**config.mk**
```make
export PLATFORM = sky130hd
export DESIGN_NAME = usb_tx_fifo_error_flags
export DESIGN_NICKNAME = d
export VERILOG_FILES = /design/src/tx_fifo_err_pkg.sv /design/src/usb_tx_fifo_error_flags.sv
export SDC_FILE = /design/constraint.sdc
export NUM_CORES = 1
export LEC_CHECK = 0
export ABC_AREA = 1
export BUFFER_PORTS_ARGS = -buffer_cell sky130_fd_sc_hd__buf_2
export CAP_MARGIN = 0
export CORE_UTILIZATION = 30
export DETAILED_ROUTE_END_ITERATION = 10
export GPL_TIMING_DRIVEN = 0
export PLACE_DENSITY = 0.52
export SLEW_MARGIN = 20
export SYNTH_ARGS = -nofsm -noshare
export SYNTH_HDL_FRONTEND = slang
export SYNTH_SLANG_ARGS = --single-unit
```
**constraint.sdc**
```tcl
create_clock -name aclk -period 7.08 [get_ports aclk]
set_input_delay 1.416 -clock aclk [delete_from_list [all_inputs] [get_ports aclk]]
set_output_delay 1.416 -clock aclk [all_outputs]
set_load 0.1 [all_outputs]
```
**src/tx_fifo_err_pkg.sv**
```systemverilog
// Package with register map, field positions and reset values for the transmit FIFO error flag block
package tx_fifo_err_pkg;
    // Register byte addresses
    localparam logic [7:0] TX_FLAG_REG_ADDR = 8'h04;
    localparam logic [7:0] TX_CTRL_ADDR     = 8'h00;
    localparam logic [7:0] IRQ_STATUS_ADDR  = 8'h08;
    localparam logic [7:0] IRQ_ENABLE_ADDR  = 8'h0C;
    localparam logic [7:0] IRQ_CLEAR_ADDR   = 8'h10;
    localparam logic [7:0] FIFO_SIZE_ADDR   = 8'h14;
    // Flag register fields
    localparam int OVF_BIT  = 0;
    localparam int URF_BIT  = 1;
    localparam int FULL_BIT = 2;
    localparam int EMP_BIT  = 3;
    localparam int SET_LO   = 6;
    localparam logic [7:0] TX_FLAG_RESET = 8'h08;
    // Control register fields
    localparam int CLR_BIT = 0;
    localparam int ISO_BIT = 1;
    // Set index value meaning both data sets occupied
    localparam logic [1:0] SETS_BOTH = 2'h3;
    // Interrupt status bits
    localparam int IRQ_OVF = 0;
    localparam int IRQ_URF = 1;
    localparam int IRQ_NAK = 2;
    localparam int IRQ_W   = 3;
    // AXI responses
    localparam logic [1:0] RESP_OKAY   = 2'h0;
    localparam logic [1:0] RESP_SLVERR = 2'h2;
endpackage : tx_fifo_err_pkg

```
**src/usb_tx_fifo_error_flags.sv**
```systemverilog
// Transmit FIFO error flags, pointer locks and NAK gating with an AXI4-Lite register slave
`timescale 1ns/1ps
`default_nettype none
// Behaviour
// - Full indication always tracks current FIFO state in every endpoint mode.
// - Full is set when written byte count reaches FIFO size, dropped otherwise.
// - Underrun flag bit 1 sets when engine reads from an empty FIFO.
// - Error flags stay set until the FIFO clear control; no other write clears.
// - On underrun the read pointer stays locked at the empty position.
// - On overrun the write pointer stays locked where it stands, at the full position for a byte into a full FIFO.
// - While either error flag is set, every host transmit request gets NAK.
// - Isochronous: firmware-caused flag changes immediate, USB-caused changes wait for SOF.
// - Isochronous underrun posts to its flag at the next start-of-frame.
// - Overrun flag updates immediately, even in isochronous mode.
// - Overrun flag bit 0 sets when firmware writes a byte into a full FIFO.
// - Overrun also sets on byte count write while set index equals 11.
// - Flag register at offset 04H resets to 0000 1000B, only empty set.
module usb_tx_fifo_error_flags #(
    // Pointer width; the size register and counts hold one bit more
    parameter int PTR_W = 10
) (
    // Clock and reset
    input  wire logic             aclk,
    input  wire logic             aresetn,
    // AXI4-Lite slave
    input  wire logic [7:0]       awaddr,
    input  wire logic             awvalid,
    output var  logic             awready,
    input  wire logic [31:0]      wdata,
    input  wire logic [3:0]       wstrb,
    input  wire logic             wvalid,
    output var  logic             wready,
    output var  logic [1:0]       bresp,
    output var  logic             bvalid,
    input  wire logic             bready,
    // AXI4-Lite read channels
    input  wire logic [7:0]       araddr,
    input  wire logic             arvalid,
    output var  logic             arready,
    output var  logic [31:0]      rdata,
    output var  logic [1:0]       rresp,
    output var  logic             rvalid,
    input  wire logic             rready,
    // Firmware data path strobes
    input  wire logic             fw_data_wr,
    input  wire logic             fw_count_wr,
    input  wire logic [1:0]       tx_set_index,
    // Serial interface engine side
    input  wire logic             sie_rd,
    input  wire logic             sie_in_token,
    input  wire logic             sof,
    // Engine answers and pointer views
    output var  logic             tx_nak,
    output var  logic [PTR_W-1:0] tx_rd_ptr,
    output var  logic [PTR_W-1:0] tx_wr_ptr,
    output var  logic             tx_full_flag,
    output var  logic             irq
);
    typedef struct packed {
        // Bus slave holding state
        logic             aw_got;
        logic [7:0]       aw_addr;
        logic             w_got;
        logic [31:0]      w_data;
        logic [3:0]       w_strb;
        logic             bvalid;
        logic [1:0]       bresp;
        logic             rvalid;
        logic [31:0]      rdata;
        logic [1:0]       rresp;
        // Mode and configured size
        logic             iso;
        logic [PTR_W:0]   fifo_size;
        // Byte counts, one bit wider than the pointers
        logic [PTR_W:0]   wr_cnt;
        logic [PTR_W:0]   rd_cnt;
        // Error flags, pending underrun, full indication and NAK answer
        logic             ovf;
        logic             urf;
        logic             urf_pend;
        logic             full;
        logic             nak;
        // Interrupt status, enable and output
        logic [tx_fifo_err_pkg::IRQ_W-1:0] irq_stat;
        logic [tx_fifo_err_pkg::IRQ_W-1:0] irq_en;
        logic             irq;
    } state_t;

    // Registered state and its next value
    state_t s_r;
    state_t s_nxt;

    // Per-cycle decodes shared by the groups below
    logic                                 wr_fire;
    logic                                 fw_clear;
    logic                                 data_wr_ok;
    logic                                 urf_event;
    logic                                 ovf_event;
    logic [7:0]                           flag_view;
    logic [tx_fifo_err_pkg::IRQ_W-1:0]    irq_set;

    // Next-state logic for bus slave, flags and pointers
    // One process computes every next value, so no field has two drivers
    always_comb begin
        s_nxt = s_r;
        // Answers stand until the master takes them
        s_nxt.rvalid = s_r.rvalid & ~rready;
        s_nxt.bvalid = s_r.bvalid & ~bready;
        // Address and data captured independently, in either order
        // Capture is on the first edge valid is seen; ready follows
        if (awvalid && !s_r.aw_got) begin
            s_nxt.aw_got  = 1'b1;
            s_nxt.aw_addr = awaddr;
        end
        if (wvalid && !s_r.w_got) begin
            s_nxt.w_got  = 1'b1;
            s_nxt.w_data = wdata;
            s_nxt.w_strb = wstrb;
        end
        // A write fires once address and data are both held
        // and the previous response has been taken
        wr_fire  = s_r.aw_got && s_r.w_got && !s_r.bvalid;
        fw_clear = wr_fire && s_r.w_strb[0] && (s_r.aw_addr == tx_fifo_err_pkg::TX_CTRL_ADDR)
                   && s_r.w_data[tx_fifo_err_pkg::CLR_BIT];
        // No interrupt event unless raised below
        irq_set  = '0;
        if (wr_fire) begin
            s_nxt.aw_got = 1'b0;
            s_nxt.w_got  = 1'b0;
            s_nxt.bvalid = 1'b1;
            s_nxt.bresp  = tx_fifo_err_pkg::RESP_OKAY;
            unique case (s_r.aw_addr)
                // Clear is self-acting; only the mode bit is kept
                tx_fifo_err_pkg::TX_CTRL_ADDR: begin
                    if (s_r.w_strb[0]) begin
                        s_nxt.iso = s_r.w_data[tx_fifo_err_pkg::ISO_BIT];
                    end
                end
                // Size sets where the full indication trips
                tx_fifo_err_pkg::FIFO_SIZE_ADDR: begin
                    if (s_r.w_strb[0]) begin
                        s_nxt.fifo_size = s_r.w_data[PTR_W:0];
                    end
                end
                // Enable mask for the level interrupt
                tx_fifo_err_pkg::IRQ_ENABLE_ADDR: begin
                    if (s_r.w_strb[0]) begin
                        s_nxt.irq_en = s_r.w_data[tx_fifo_err_pkg::IRQ_W-1:0];
                    end
                end
                // Write one to clear status bits
                tx_fifo_err_pkg::IRQ_CLEAR_ADDR: begin
                    if (s_r.w_strb[0]) begin
                        s_nxt.irq_stat = s_r.irq_stat & ~s_r.w_data[tx_fifo_err_pkg::IRQ_W-1:0];
                    end
                end
                // Flag register is read/clear-only through the clear control
                tx_fifo_err_pkg::TX_FLAG_REG_ADDR,
                tx_fifo_err_pkg::IRQ_STATUS_ADDR: begin
                    s_nxt.bresp = tx_fifo_err_pkg::RESP_OKAY;
                end
                // Unmapped offsets answer with an error
                default: begin
                    s_nxt.bresp = tx_fifo_err_pkg::RESP_SLVERR;
                end
            endcase
        end

        // Firmware byte write: pointer locks once full
        // A byte lands only below full and with no overrun standing,
        // so the write pointer parks at the full position, or where it stands after a count overrun
        data_wr_ok = fw_data_wr && !s_r.full && !s_r.ovf;
        // Byte into a full FIFO, or a count with both sets occupied
        ovf_event  = (fw_data_wr && s_r.full)
                     || (fw_count_wr && (tx_set_index == tx_fifo_err_pkg::SETS_BOTH));
        if (data_wr_ok) begin
            s_nxt.wr_cnt = s_r.wr_cnt + 1'b1;
        end
        // Overrun is firmware-caused, so it lands at once in either mode
        if (ovf_event) begin
            s_nxt.ovf = 1'b1;
        end

        // Engine read: an empty read locks the read pointer
        // Equal counts mean nothing left to send
        // Reads stay parked while an underrun stands or waits for SOF
        urf_event = sie_rd && (s_r.rd_cnt == s_r.wr_cnt);
        if (sie_rd && !urf_event && !s_r.urf && !s_r.urf_pend) begin
            s_nxt.rd_cnt = s_r.rd_cnt + 1'b1;
        end
        // Iso mode parks the event until the frame boundary
        if (urf_event) begin
            if (s_r.iso) begin
                s_nxt.urf_pend = 1'b1;
            end else begin
                s_nxt.urf = 1'b1;
            end
        end
        // Isochronous underrun shows only at start-of-frame
        // Engine activity never reaches the flag between frames
        if (sof && (s_r.urf_pend || (urf_event && s_r.iso))) begin
            s_nxt.urf      = 1'b1;
            s_nxt.urf_pend = 1'b0;
        end

        // Clear control drops flags, empties pointers, releases locks
        // An error in the very cycle of the clear still lands, so a
        // byte lost at that instant is not hidden from firmware
        if (fw_clear) begin
            s_nxt.ovf      = ovf_event;
            s_nxt.urf      = urf_event && (!s_r.iso || sof);
            s_nxt.urf_pend = urf_event && s_r.iso && !sof;
            s_nxt.wr_cnt   = '0;
            s_nxt.rd_cnt   = '0;
        end

        // Full follows the byte count in every mode
        // Computed from next counts so it never lags a write
        s_nxt.full = (s_nxt.wr_cnt >= s_nxt.fifo_size);

        // NAK answers while any error stands
        // One-cycle answer to each IN token
        s_nxt.nak = sie_in_token && (s_nxt.ovf || s_nxt.urf);

        // Sticky interrupt events; set beats a same-cycle clear
        // Rising error flags count as events; every NAK answer counts too
        irq_set[tx_fifo_err_pkg::IRQ_OVF] = s_nxt.ovf && !s_r.ovf;
        irq_set[tx_fifo_err_pkg::IRQ_URF] = s_nxt.urf && !s_r.urf;
        irq_set[tx_fifo_err_pkg::IRQ_NAK] = s_nxt.nak;
        s_nxt.irq_stat = s_nxt.irq_stat | irq_set;
        // Level output, high while any enabled status bit stands
        s_nxt.irq      = |(s_nxt.irq_stat & s_nxt.irq_en);

        // Read channel
        // Flag view built from registered state and the set index input; reserved bits read zero
        // A new read is refused while an answer still stands
        flag_view = '0;
        flag_view[tx_fifo_err_pkg::OVF_BIT]        = s_r.ovf;
        flag_view[tx_fifo_err_pkg::URF_BIT]        = s_r.urf;
        flag_view[tx_fifo_err_pkg::FULL_BIT]       = s_r.full;
        // Empty means no byte yet in the current data set
        flag_view[tx_fifo_err_pkg::EMP_BIT]        = (s_r.wr_cnt == '0);
        // Set index passes straight through from the data-set logic
        flag_view[tx_fifo_err_pkg::SET_LO +: 2]    = tx_set_index;
        if (arvalid && !s_r.rvalid) begin
            s_nxt.rvalid = 1'b1;
            s_nxt.rresp  = tx_fifo_err_pkg::RESP_OKAY;
            s_nxt.rdata  = '0;
            unique case (araddr)
                tx_fifo_err_pkg::TX_FLAG_REG_ADDR: begin
                    // Flags, empty and set index in the low byte
                    s_nxt.rdata[7:0] = flag_view;
                end
                tx_fifo_err_pkg::TX_CTRL_ADDR: begin
                    // Clear bit is self-acting and reads zero
                    s_nxt.rdata[tx_fifo_err_pkg::ISO_BIT] = s_r.iso;
                end
                tx_fifo_err_pkg::FIFO_SIZE_ADDR: begin
                    // Configured size as written
                    s_nxt.rdata[PTR_W:0] = s_r.fifo_size;
                end
                tx_fifo_err_pkg::IRQ_STATUS_ADDR: begin
                    // Sticky events, masked or not
                    s_nxt.rdata[tx_fifo_err_pkg::IRQ_W-1:0] = s_r.irq_stat;
                end
                tx_fifo_err_pkg::IRQ_ENABLE_ADDR: begin
                    // Enable mask as written
                    s_nxt.rdata[tx_fifo_err_pkg::IRQ_W-1:0] = s_r.irq_en;
                end
                tx_fifo_err_pkg::IRQ_CLEAR_ADDR: begin
                    // Write-only register reads zero
                    s_nxt.rdata = '0;
                end
                default: begin
                    // Unmapped offsets answer with an error
                    s_nxt.rresp = tx_fifo_err_pkg::RESP_SLVERR;
                end
            endcase
        end
    end

    // State register; reset leaves only the empty indication set
    // Default size of 64 bytes follows from the pointer width
    // Synchronous reset, so its release needs no synchroniser
    always_ff @(posedge aclk) begin
        if (!aresetn) begin
            s_r           <= '0;
            s_r.fifo_size <= (PTR_W+1)'(1) << (PTR_W-4);
        end else begin
            s_r <= s_nxt;
        end
    end

    // Ready signals registered so outputs come from flip-flops
    // Each ready pulses one cycle after its valid is first held;
    // the payload was already captured on that first edge, so a
    // master holding its payload sees the same transfer
    always_ff @(posedge aclk) begin
        if (!aresetn) begin
            awready <= 1'b0;
            wready  <= 1'b0;
            arready <= 1'b0;
        end else begin
            awready <= 1'b0;
            wready  <= 1'b0;
            arready <= 1'b0;
            // Write address
            if (awvalid && !s_r.aw_got && !awready) begin
                awready <= 1'b1;
            end
            // Write data
            if (wvalid && !s_r.w_got && !wready) begin
                wready <= 1'b1;
            end
            // Read address, refused while an answer stands
            if (arvalid && !s_r.rvalid && !arready) begin
                arready <= 1'b1;
            end
        end
    end

    // Bus answers
    assign bvalid       = s_r.bvalid;
    assign bresp        = s_r.bresp;
    assign rvalid       = s_r.rvalid;
    assign rdata        = s_r.rdata;
    assign rresp        = s_r.rresp;
    // Engine side and firmware side
    assign tx_nak       = s_r.nak;
    assign tx_rd_ptr    = s_r.rd_cnt[PTR_W-1:0];
    assign tx_wr_ptr    = s_r.wr_cnt[PTR_W-1:0];
    assign tx_full_flag = s_r.full;
    // Level interrupt
    assign irq          = s_r.irq;
endmodule : usb_tx_fifo_error_flags
`default_nettype wire

```
Word-level counts from Yosys, hierarchy flattened
Cells that the tools add are included.
{"block": "totals", "out_inout_bits": 64, "ff_bits": 88, "inputBits": 66}
{"block": "op_classes", "order_cmp": 1, "n_addsub": 2, "reduce_logical": 56, "n_eq_ne": 12, "muxes": 28, "n_bitwise": 9}
{"operator": "$mux 11", "count": 5}
{"operator": "$mux 35", "count": 1}
{"operator": "$eq 8x4->1 const B", "count": 4}
{"operator": "$eq 8x5->1 const B", "count": 4}
{"operator": "$logic_and 1x1->1", "count": 26}
{"operator": "$mux 25", "count": 1}
{"operator": "$add 11x1->11 const B", "count": 2}
{"operator": "$mux 3", "count": 6}
{"operator": "$eq 8x3->1 const B", "count": 2}
{"operator": "$logic_not 8->1", "count": 2}
{"operator": "$logic_not 1->1", "count": 14}
{"operator": "$reduce_or 6->1", "count": 2}
{"operator": "$eq 11x11->1", "count": 1}
{"operator": "$ge 11x11->1", "count": 1}
{"operator": "$logic_not 11->1", "count": 1}
{"operator": "$pmux 5 s2", "count": 1}
{"operator": "$mux 2", "count": 4}
{"operator": "$pmux 1 s4", "count": 2}
{"operator": "$and 3x3->3", "count": 2}
{"operator": "$mux 1", "count": 6}
{"operator": "$mux 6", "count": 1}
{"operator": "$reduce_bool 3->1", "count": 2}
{"operator": "$pmux 1 s5", "count": 1}
{"operator": "$logic_or 1x1->1", "count": 4}
{"operator": "other kinds (9)", "count": 13}

Longest topological paths before layout
{"block": "logic_depth", "depth_word": 13, "mapped_depth": 19}

Worst setup path before layout
OpenSTA, ideal clock, no wires.
{"block": "synth_timing", "path_kind": "input to register", "from": "in fw_data_wr", "to": "reg s_r (netlist bit tx_full_flag)", "t_arrival_ns": 3.120, "required_time_ns": 7.006, "cell_stages": 15, "slack_ns": 3.886, "cell_sequence": "inv_1 > nor3_2 > inv_2 > nor2_4 > nand3_2 > nor2_2 > nand4_1 > nor2_1 > xnor2_1 > nor2_1 > ha_1 > nand2_1 > nor2_1 > nand4_1 > a31oi_1"}
{"element": "from (decl)", "line_no": "usb_tx_fifo_error_flags.sv:45", "source": "input wire logic fw_data_wr,"}
{"element": "to (signal assigned)", "line_no": "usb_tx_fifo_error_flags.sv:290", "source": "s_r <= s_nxt;"}
{"element": "to (decl)", "line_no": "usb_tx_fifo_error_flags.sv:90", "source": "state_t s_r;"}

==> insert_results.sql <==
INSERT INTO impl_metrics (metric_group, metric, value, unit) VALUES
('critical_path', 'critical_path.startpoint', 'fw_data_wr', ''),
('final_layout', 'nets', '821', ''),
('die', 'core', '0.01470', 'mm²'),
('power', 'p_leak', '2.723', 'nW'),
('hold_path', 'worst_hold_path.num_cells', '1', ''),
('sta', 'final.setup.tns', '0', 'ns'),
('route', 'route.vias.total', '4162', ''),
('status', 'violations_in_the_final_reports', 'DRC', ''),
('critical_path', 'rrSetupSlack', '4.31', 'ns'),
('synthesis', 'ys_ff_latch', '86', ''),
('clock_network', 'clock_tree_buffer_depth', '2', ''),
('final_layout', 'diodes', '0', ''),
('critical_path', 'cp_max_fo', '4', ''),
('sta', 'slew_violations', '0', ''),
('clock_network', 'clock_sink_count', '86', ''),
('sta', 'final_hold_viol_count', '0', ''),
('grt', 'grt_first_pass_wirelength', '19.24', 'mm'),
('grt', 'globalRouteMet2Util', '25.03', '%'),
('status', 'status', 'complete, but fails checks', ''),
('die', 'core.rowCount', '44', ''),
('place', 'dp_worst_setup_slack', '3.412', 'ns'),
('route', 'vias_per_cell', '4.475', ''),
('place', 'post-place-cells', '914', ''),
('hold_path', 'hold_class', 'flop to flop', ''),
('synthesis', 'synth_seq_area_share', '37.62', '%'),
('die', 'floorplan.io_pins', '130', ''),
('critical_path', 'ff2ff_path_depth', '15', ''),
('place', 'portBuffers', '81', ''),
('sta', 'post-route-min-period', '3.307', 'ns'),
('sta', 'rsz_0062_raised_after_global_routing', 'false', ''),
('place', 'hpwl', '9.307', 'mm'),
('clock_network', 'cts-resized-gates', '0', ''),
('final_layout', 'final_cell_area', '0.005623', 'mm²'),
('power', 'sw_frac_of_total', '33.17', '%'),
('die', 'design.die.area', '0.01575', 'mm²'),
('route', 'routed_wl', '11.63', 'mm'),
('clock_network', 'inserted_clock_buffers', '9', ''),
('critical_path', 'r2r_start', 's_r[128]', ''),
('die', 'chipHeight', '125.5', 'µm'),
('critical_path', 'critical_path.top_delay_family', 'simple AND/OR/NAND/NOR gates', ''),
('clock_network', 'holdBufCountCts', '0', ''),
('sta', 'final_critical_path_setup_slack', '3.773', 'ns'),
('clock_network', 'clk_root_buffer_cell', 'sky130_fd_sc_hd__clkbuf_16', ''),
('critical_path', 'cp-start-kind', 'input port', ''),
('final_layout', 'layout.cells.non_filler', '930', ''),
('route', 'detailedRoute.firstPassIterationCount', '8', ''),
('route', 'drcViolationCount', '10', ''),
('sta', 'finalSetupViolations', '0', ''),
('sta', 'worst_pin_slew', '0.6617', 'ns'),
('final_layout', 'flow.area_growth_from_synthesis', '22.85', '%'),
('critical_path', 'worst-endpoint-required', '7.34', 'ns'),
('synthesis', 'avg_cell_area_syn', '7.300', 'µm²'),
('critical_path', 'worst_ep_arrival_time', '3.56', 'ns'),
('sta', 'fin_hold_ws', '0.4191', 'ns'),
('synthesis', 'yosys_warnings', '0', ''),
('synthesis', 'synth.cell_area', '0.004577', 'mm²'),
('sta', 'min_period_over_period', '46.70', '%'),
('clock_network', 'postCtsSetupRepairBufs', '0', ''),
('sta', 'final_setup_skew', '0.007760', 'ns'),
('route', 'dr.first_iter.drc_count', '196', ''),
('sta', 'max_clock_freq', '302.4', 'MHz'),
('final_layout', 'final_core_utilization', '38.25', '%'),
('critical_path', 'regToRegEndpoint', 'tx_full_flag', ''),
('power', 'power.share.sequential', '39.5', '%'),
('grt', 'first_global_vias', '4009', ''),
('critical_path', 'setup.worst_path.class', 'input port to flop', ''),
('final_layout', 'mostFrequentLayoutCell', 'sky130_fd_sc_hd__nand2_1', ''),
('hold_path', 'hold_path_end', 'awready', ''),
('grt', 'gr-max-usage-layer', 'met2', ''),
('power', 'switchingPower', '441.2', 'µW'),
('place', 'routabilityCongestion', '0.8383', '');
-- layout make-up --
class	instances	area [µm²]
buffer	67	462.9
tap	184	230.2
multi-input combinational	420	2190
timing repair buffer	81	405.4
clock buffer	9	225.2
clock inverter	7	102.6
sequential	86	1722
fill	1574	9076
inverter	76	285.3
-- power by group through the flow --
stage	sequential, mW	combinational [mW]	clock (mW)
after detailed placement	0.537	0.282	0
after floorplan	0.548	0.220	0
after CTS	0.526	0.283	0.536
after global routing	0.529	0.303	0.557
final	0.526	0.282	0.523
after global placement	0.536	0.279	0
-- routing by layer --
metal / share of wire, % / vias up / routed length, µm
met3: 4.5 / 11 / 525
met1: 49 / 1888 / 5752
met5: 0 / - / 0
met4: 1.3 / 0 / 153
li1: - / 2172 / -
met2: 45 / 91 / 5197
-- registers in the layout, indices dropped and copies added, names as in the netlist, 2 cells and up --
name	count
s_r	43
rdata	11
tx_rd_ptr	10
tx_wr_ptr	10
flag_view	2
-- Yosys cell counts (all sizes together) --
cell       n  share of area (%)
o311ai     1               0.19
nand3     14                1.9
o2111ai    2               0.38
nand4      9                1.4
clkbuf     9               0.74
a221oi     2               0.38
nor4       3               0.87
o21ai     44                4.8
a21boi     1               0.16
a21oi     41                4.5
nor3b      1               0.16
mux2i      5                1.1
a31oi      2               0.27
and2       2               0.27
a32o       1               0.22
xnor2      7                1.3
dfxtp     86                 38
a2111oi    1               0.33
a211oi     1               0.16
buf       58                9.4
nor3      18                2.3
o31ai      3               0.49
nor2      95                8.9
nand2    122                 11
a22oi      3               0.60
inv       74                6.1
ha        14                3.8
conb       1              0.082
clkinv     2               0.16
xor2       5               0.96
-- worst max-delay path by stage --
stage	end	cells past startpoint	slack, ns
floorplan	tx_full_flag	15	3.89
global placement	tx_full_flag	16	3.45
detailed placement	tx_full_flag	16	3.41
CTS	tx_full_flag	16	3.77
global route	tx_full_flag	16	3.46
finish	tx_full_flag	16	3.77
-- logic make-up after synthesis --
logic type,share of synthesized area [%]
fa+ha+maj,3.827
compound gates,12.49
flops,37.62
xor+xnor,2.296
simple gates,26.24
other cells,0.08193
buf+inv,16.35
mux,1.094
(Power assumes the default switching activity.)
